**src/rtl/aib_pkg.sv**
```systemverilog
package aib_pkg;
   localparam int         ADDR_W          = 6;
   localparam int         DATA_W          = 16;
   localparam int         BIAS_INPUTS     = 16;
   localparam int         FAULT_FLAGS     = 12;
   localparam int         IO_CTRL_W       = 11;

   localparam logic [5:0] ADDR_IO_CTRL    = 6'h03;
   localparam logic [5:0] ADDR_BIAS_EN    = 6'h04;
   localparam logic [5:0] ADDR_DEV_ID     = 6'h05;
   localparam logic [5:0] ADDR_FAULT      = 6'h06;

   localparam logic [10:0] IO_CTRL_RST    = 11'h000;
   localparam logic [15:0] BIAS_EN_RST    = 16'h0000;
   localparam logic [11:0] FAULT_RST      = 12'h000;

   // Pin io settings field positions
   localparam int         POS_PIN_ONE_SEL = 0;
   localparam int         POS_PIN_TWO_SEL = 1;
   localparam int         POS_PIN_THR_SEL = 2;
   localparam int         POS_DATA_LO     = 4;
   localparam int         POS_INT_SEL_LO  = 8;
   localparam int         POS_INT_SEL_HI  = 9;
   localparam logic [1:0] INT_SEL_PIN_TWO = 2'h2;

   // Pin slot indices (general pins one to three)
   localparam int         PIN_ONE         = 0;
   localparam int         PIN_TWO         = 1;
   localparam int         PIN_THREE       = 2;

   // Analog input served by each general pin
   localparam int         AIN_PIN_ONE     = 2;
   localparam int         AIN_PIN_TWO     = 3;
   localparam int         AIN_PIN_THREE   = 4;

   // Device identification fields
   localparam int         POS_REV_LO      = 2;
   localparam logic [3:0] ID_RESERVED     = 4'h0;

   localparam int         POS_POS_FAULT   = 11;
endpackage : aib_pkg

```
**src/rtl/aib_flag_cell.sv**
```systemverilog
`timescale 1ns/100ps
module aib_flag_cell (
   input  wire logic clk_i,
   input  wire logic nrst_i,
   input  wire logic event_i,
   input  wire logic enable_i,
   input  wire logic clear_i,
   output logic      flag_o
);
   logic flag_q;
   logic flag_d;

   always_comb begin
      flag_d = flag_q;
      if (clear_i) begin
         flag_d = 1'b0;
      end
      if (event_i && enable_i) begin
         flag_d = 1'b1;
      end
   end

   always_ff @(posedge clk_i) begin
      if (!nrst_i) begin
         flag_q <= 1'b0;
      end else begin
         flag_q <= flag_d;
      end
   end

   assign flag_o = flag_q;
endmodule : aib_flag_cell

```
**src/rtl/aib_regs.sv**
```systemverilog
`timescale 1ns/100ps
// Behaviour
// - Direction bit: 0 input role, 1 output
// - Pins one..three serve analog inputs 2..4
// - Pin two interrupt routing overrides other roles
// - Sixteen read/write bias enable bits per input
// - Bias enable at 0x04, resets to zero
// - Read-only id at 0x05, upper nibble zero
// - Id holds revision [3:2], model [1:0]
// - Fault register 0x06, write one clears
// - Fault flags set only when enabled
// - Bit 11 flags positive input range fault
// - Fault register resets to all zeros
// - Interrupt select 10 routes onto pin two
module aib_regs
   import aib_pkg::*;
#(
   parameter int         N_BIAS    = BIAS_INPUTS,
   parameter int         N_FAULT   = FAULT_FLAGS,
   // Arbitrary value
   parameter logic [1:0] DIE_REV   = 2'h2,
   // Arbitrary value
   parameter logic [1:0] PKG_MODEL = 2'h3
) (
   input  wire logic              clk_i,
   input  wire logic              nrst_i,
   input  wire logic              reg_wr_i,
   input  wire logic              reg_rd_i,
   input  wire logic [ADDR_W-1:0] reg_addr_i,
   input  wire logic [DATA_W-1:0] reg_wdata_i,
   output logic      [DATA_W-1:0] reg_rdata_o,
   output logic                   reg_rvalid_o,
   input  wire logic              data_ready_i,
   input  wire logic [N_FAULT-1:0] fault_event_i,
   input  wire logic [N_FAULT-1:0] fault_enable_i,
   input  wire logic              pos_input_range_fault_i,
   output logic      [2:0]        pin_drive_o,
   output logic      [2:0]        pin_oe_n_o,
   output logic      [2:0]        pin_input_role_o,
   output logic      [N_BIAS-1:0] bias_voltage_output_o
);
   initial begin
      if (N_BIAS != BIAS_INPUTS || N_FAULT != FAULT_FLAGS) begin
         $error("aib_regs: unsupported width");
      end
   end

   logic [IO_CTRL_W-1:0] io_ctrl_q;
   logic [N_BIAS-1:0]    bias_en_q;
   logic [N_FAULT-1:0]   fault_q;
   logic [N_FAULT-1:0]   fault_evt;
   logic [N_FAULT-1:0]   fault_clr;
   logic [DATA_W-1:0]    rdata_q;
   logic [DATA_W-1:0]    rdata_d;
   logic                 rvalid_q;
   logic [2:0]           dir_q;
   logic [2:0]           data_q;
   logic                 int_on_pin_two;
   logic                 wr_fault;

   assign dir_q = {io_ctrl_q[POS_PIN_THR_SEL],
                   io_ctrl_q[POS_PIN_TWO_SEL],
                   io_ctrl_q[POS_PIN_ONE_SEL]};
   assign data_q = io_ctrl_q[POS_DATA_LO +: 3];
   assign int_on_pin_two =
      (io_ctrl_q[POS_INT_SEL_HI:POS_INT_SEL_LO] == INT_SEL_PIN_TWO);

   // Pin io settings
   always_ff @(posedge clk_i) begin
      if (!nrst_i) begin
         io_ctrl_q <= IO_CTRL_RST;
      end else if (reg_wr_i && reg_addr_i == ADDR_IO_CTRL) begin
         io_ctrl_q <= reg_wdata_i[IO_CTRL_W-1:0];
      end
   end

   // Pin roles: slot k is analog input AIN_PIN_ONE + k
   always_comb begin
      pin_drive_o      = data_q;
      pin_oe_n_o       = ~dir_q;
      pin_input_role_o = ~dir_q;
      if (int_on_pin_two) begin
         pin_drive_o[PIN_TWO]      = data_ready_i;
         pin_oe_n_o[PIN_TWO]       = 1'b0;
         pin_input_role_o[PIN_TWO] = 1'b0;
      end
   end

   // Input bias enable
   always_ff @(posedge clk_i) begin
      if (!nrst_i) begin
         bias_en_q <= BIAS_EN_RST;
      end else if (reg_wr_i && reg_addr_i == ADDR_BIAS_EN) begin
         bias_en_q <= reg_wdata_i[N_BIAS-1:0];
      end
   end

   assign bias_voltage_output_o = bias_en_q;

   // Fault flags
   assign wr_fault = reg_wr_i && (reg_addr_i == ADDR_FAULT);

   always_comb begin
      fault_evt = fault_event_i;
      fault_evt[POS_POS_FAULT] = pos_input_range_fault_i;
      fault_clr = wr_fault ? reg_wdata_i[N_FAULT-1:0] : '0;
   end

   for (genvar i = 0; i < N_FAULT; i++) begin : g_fault
      aib_flag_cell u_cell (
         .clk_i    (clk_i),
         .nrst_i   (nrst_i),
         .event_i  (fault_evt[i]),
         .enable_i (fault_enable_i[i]),
         .clear_i  (fault_clr[i]),
         .flag_o   (fault_q[i])
      );
   end

   // Read path
   always_comb begin
      rdata_d = '0;
      unique case (reg_addr_i)
         ADDR_IO_CTRL: rdata_d[IO_CTRL_W-1:0] = io_ctrl_q;
         ADDR_BIAS_EN: rdata_d[N_BIAS-1:0]    = bias_en_q;
         ADDR_DEV_ID:  rdata_d[7:0] = {ID_RESERVED, DIE_REV,
                                       PKG_MODEL};
         ADDR_FAULT:   rdata_d[N_FAULT-1:0]   = fault_q;
         default:      rdata_d = '0;
      endcase
   end

   always_ff @(posedge clk_i) begin
      if (!nrst_i) begin
         rdata_q  <= '0;
         rvalid_q <= 1'b0;
      end else begin
         rvalid_q <= reg_rd_i;
         if (reg_rd_i) begin
            rdata_q <= rdata_d;
         end
      end
   end

   assign reg_rdata_o  = rdata_q;
   assign reg_rvalid_o = rvalid_q;
endmodule : aib_regs
```
**config.mk**
```make
export PLATFORM = sky130hd
export DESIGN_NAME = aib_regs
export DESIGN_NICKNAME = d
export VERILOG_FILES = /design/src/rtl/aib_pkg.sv /design/src/rtl/aib_flag_cell.sv /design/src/rtl/aib_regs.sv
export SDC_FILE = /design/constraint.sdc
export NUM_CORES = 1
export LEC_CHECK = 0
export ABC_CLOCK_PERIOD_IN_PS = 1600
export BUFFER_PORTS_ARGS = -buffer_cell sky130_fd_sc_hd__buf_2
export CAP_MARGIN = 5
export CELL_PAD_IN_SITES_DETAIL_PLACEMENT = 0
export CELL_PAD_IN_SITES_GLOBAL_PLACEMENT = 1
export CORE_MARGIN = 3
export CORE_UTILIZATION = 36
export CTS_CLUSTER_DIAMETER = 60
export CTS_CLUSTER_SIZE = 24
export DETAILED_ROUTE_END_ITERATION = 7
export MAX_ROUTING_LAYER = met4
export PLACE_DENSITY = 0.87
export SLEW_MARGIN = 40
export SYNTH_ARGS = -nofsm -noshare
export SYNTH_HDL_FRONTEND = slang
export SYNTH_SLANG_ARGS = --single-unit
```
**constraint.sdc**
```tcl
create_clock -name clk_i -period 1.6 [get_ports clk_i]
set_clock_uncertainty 0.05 [all_clocks]
set_input_delay 0.08 -clock clk_i [delete_from_list [all_inputs] [get_ports clk_i]]
set_output_delay 0.08 -clock clk_i [all_outputs]
set_load 0.02 [all_outputs]
```
==> flow_metrics.py <==
metrics = {
    "run_status": {
        "outcome": "completed",
    },
    "place": {
        "io_buffers": 92,
        "gpl.final_weighted_congestion": 0.836,
        "place.detailed.hpwl_um": 5580,
        "worst_slack_at_placement_ns": 0.191,
    },
    "worst_setup_path": {
        "critical_path_peak_fanout": 9,
        "cp.arrival_ns": 1.65,
        "setup.worst_path.class": "in -> reg",
        "worst-endpoint-required_ns": 1.75,
        "endpoint_kind": "flop",
        "critPathLaunchType": "input pin",
    },
    "synthesis": {
        "post_synthesis_cell_area_sq_mm": 0.00266,
        "yosysSeqAreaShare": 0.421,
        "yosysWarningCount": 0,
        "synth-seq-cells": 56,
        "post_synth_inst_count": 302,
        "synth_nets": 354,
        "synth_area_per_cell_sq_um": 8.82,
        "yosys.cell_types.count": 31,
    },
    "die": {
        "core_region_area_sq_mm": 0.00698,
        "die_h_um": 92.0,
        "fp.dieW_um": 92.0,
        "floorplan.rows": 30,
        "die_area_sq_mm": 0.00847,
        "initial_core_util": 0.382,
        "design.portCount": 94,
    },
    "run": {
        "max_cap_violations": 0,
    },
    "clock_network": {
        "cts_tree": "yes",
        "cts_max_path_buffers": 2,
        "worst_skew_pair.late_latency_ns": 0.30,
        "path_clk_slew_ns": 0.09,
        "tritoncts.num_buffers": 5,
        "clock_tree.htree_level_count": 2,
        "post_cts.repair.setup_buffers": 0,
        "clkSinkCount": 56,
        "root_buffer": "sky130_fd_sc_hd__clkbuf_8",
    },
    "layout": {
        "fillCellCount": 687,
        "multiInputGateArea_sq_mm": 0.00141,
        "antenna-diode-count": 0,
        "ff_latch_area_sq_mm": 0.00112,
        "share_of_final_layout_standard_cells_stronger_than_drive_strength_1": 0.290,
        "nets": 471,
        "areaGrowthSynthToFinish_pct": 35.6,
    },
    "drt": {
        "drt-total-wl_um": 7580,
        "average_vias_per_placed_instance": 5.03,
        "first_pass_drt_iterations": 4,
        "detailed_router_s_first_iteration_violation_count": 179,
        "wl_per_cell_um": 14.7,
        "dr_total_vias": 2596,
        "final_antenna_net_count": 0,
        "drc": 0,
    },
    "global_route": {
        "grt_util_met1": 0.236,
        "layer_carrying_the_most_global_route_usage": "met2",
        "grt_pass1_wl_um": 12400,
        "vias_in_the_first_global_route": 2594,
        "global_route.overflow_total": 0,
        "grtUsageMet2": 0.304,
        "groute.layer.met3.usage": 0.0353,
        "grt_antenna_before_repair": 0,
        "globalRouteTotalUtil": 0.188,
        "grt_start_max_net_pins": 26,
    },
    "timing": {
        "setup_slack_ns": 0.0932,
        "min_period_over_period": 0.942,
        "period_needed_ns": 1.51,
        "headroom_to_the_max_slew_limit": 0.602,
        "finalHoldViolations": 0,
        "max_slew.worst_pin.slew_ns": 0.595,
        "achievable-frequency_mhz": 664,
        "rsz0062_at_grt": "no",
        "setup_viol_count_final": 0,
        "finalMaxSlewViolations": 0,
        "setup_tns_ns": 0,
    },
    "power_and_ir_drop": {
        "p_per_area_mw_per_mm2": 705,
        "vdd_ir_drop_max_mv": 0.370,
        "leakagePower_nw": 1.73,
    },
    "hold_path": {
        "min_path_type": "in -> reg",
    },
}
==> layout make-up <==
class,count,area share
multi-input combinational,217,0.390
clock buffer,8,0.0249
sequential,56,0.310
inverter,3,0.00312
tap,96,0.0333
timing repair buffer,136,0.238
==> final timing paths <==
| path | start | to | slack (ns) | cells after the start |
|---|---|---|---|---|
| max reg2reg | g_fault[11].u_cell.flag_o | g_fault[11].u_cell.flag_o | 0.26 | 3 |
| max | reg_addr_i[3] | g_fault[11].u_cell.flag_o | 0.09 | 6 |
| min reg2reg | reg_rdata_o[3] | reg_rdata_o[3] | 0.40 | 2 |
| min | reg_rd_i | reg_rdata_o[11] | 0.09 | 3 |
==> flip-flops by register name, summed over array words and instances, names as in the netlist <==
register / count
bias_voltage_output_o: 16
io_ctrl_q: 11
reg_rdata_o: 16
g_fault.u_cell.flag_o: 12
reg_rvalid_o: 1
==> synth_stat cells <==
cell | instances | share of area
sky130_fd_sc_hd__mux2i_1 | 27 | 0.10
sky130_fd_sc_hd__or4_1 | 4 | 0.011
sky130_fd_sc_hd__a21boi_0 | 1 | 0.0028
sky130_fd_sc_hd__and3_1 | 1 | 0.0024
sky130_fd_sc_hd__o211ai_1 | 2 | 0.0056
sky130_fd_sc_hd__or3_4 | 1 | 0.0042
sky130_fd_sc_hd__o221a_2 | 3 | 0.013
sky130_fd_sc_hd__a21oi_1 | 17 | 0.032
sky130_fd_sc_hd__nand2b_1 | 6 | 0.014
sky130_fd_sc_hd__nor2b_1 | 11 | 0.026
sky130_fd_sc_hd__mux2_2 | 2 | 0.0085
sky130_fd_sc_hd__nand4_1 | 1 | 0.0024
sky130_fd_sc_hd__and2_1 | 1 | 0.0024
sky130_fd_sc_hd__and3b_1 | 17 | 0.056
sky130_fd_sc_hd__clkbuf_1 | 14 | 0.020
sky130_fd_sc_hd__clkinv_1 | 1 | 0.0014
sky130_fd_sc_hd__buf_1 | 1 | 0.0014
sky130_fd_sc_hd__nor4b_4 | 1 | 0.0089
sky130_fd_sc_hd__nand4b_1 | 5 | 0.016
sky130_fd_sc_hd__a32oi_1 | 8 | 0.026
sky130_fd_sc_hd__a311oi_1 | 12 | 0.039
sky130_fd_sc_hd__buf_2 | 5 | 0.0094
sky130_fd_sc_hd__dfxtp_1 | 56 | 0.42
sky130_fd_sc_hd__o21ai_1 | 2 | 0.0038
sky130_fd_sc_hd__nand2_1 | 73 | 0.10
sky130_fd_sc_hd__buf_4 | 6 | 0.017
sky130_fd_sc_hd__o21ai_0 | 12 | 0.023
sky130_fd_sc_hd__a22oi_1 | 8 | 0.023
sky130_fd_sc_hd__nor3_1 | 1 | 0.0019
sky130_fd_sc_hd__nor2_1 | 1 | 0.0014
sky130_fd_sc_hd__inv_1 | 2 | 0.0028
==> layer usage <==
layer / wire (um) / part of all wire
met5: 0 / 0
met1: 3590 / 0.47
met2: 3460 / 0.46
met4: 139 / 0.018
met3: 380 / 0.050
==> metrics by stage <==
step | area [sq um] | util | power [W] | instances | hold WS, ns
after floorplan | 2660 | - | 0.00160 | 302 | 0.140
after global routing | 3610 | 0.517 | 0.00266 | 516 | 0.0965
after global placement | 3240 | 0.464 | 0.00173 | 480 | 0.242
final | 3610 | 0.517 | 0.00254 | 516 | 0.0857
after detailed placement | 3240 | 0.464 | 0.00174 | 480 | 0.250
after CTS | 3610 | 0.517 | 0.00257 | 516 | 0.0827
==> power breakdown <==
part	total [W]	internal, W	switching (W)
Clock	0.000778	0.000354	0.000424
Sequential	0.00143	0.00142	0.0000165
Combinational	0.000332	0.000169	0.000162
Total	0.00254	0.00194	0.000603
==> placed cells by master, fill, tap and decap left out, types with 8 or more instances in the layout <==
cell / count
sky130_fd_sc_hd__buf_2: 92
sky130_fd_sc_hd__nand2_1: 73
sky130_fd_sc_hd__dfxtp_1: 56
sky130_fd_sc_hd__dlygate4sd3_1: 28
sky130_fd_sc_hd__mux2i_1: 27
sky130_fd_sc_hd__a21oi_1: 17
sky130_fd_sc_hd__and3b_1: 17
sky130_fd_sc_hd__buf_4: 16
sky130_fd_sc_hd__a311oi_1: 12
sky130_fd_sc_hd__o21ai_0: 12
sky130_fd_sc_hd__nor2b_1: 10
sky130_fd_sc_hd__a32oi_1: 8
sky130_fd_sc_hd__a22oi_1: 8
==> critical path, stage by stage <==
cell	delay, ns
sky130_fd_sc_hd__buf_2	0.13
sky130_fd_sc_hd__nor4b_4	0.32
sky130_fd_sc_hd__and3_1	0.25
sky130_fd_sc_hd__buf_4	0.19
sky130_fd_sc_hd__a311oi_1	0.11
sky130_fd_sc_hd__dlygate4sd3_1	0.57
==> timing repair <==
action	4_1_cts	5_1_grt
gates resized for setup	0	1
setup endpoints to repair	0	1
hold buffers	28	0
hold endpoints to repair	20	0
==> kinds of logic after synthesis <==
group	count (synthesis)	synth area share
AOI/OAI and AO/OA	65	0.168
buffers and inverters	29	0.0517
DFF	56	0.421
muxes	29	0.110
and+or+nand+nor	123	0.250
No activity file was read; power rests on OpenSTA's default activity.
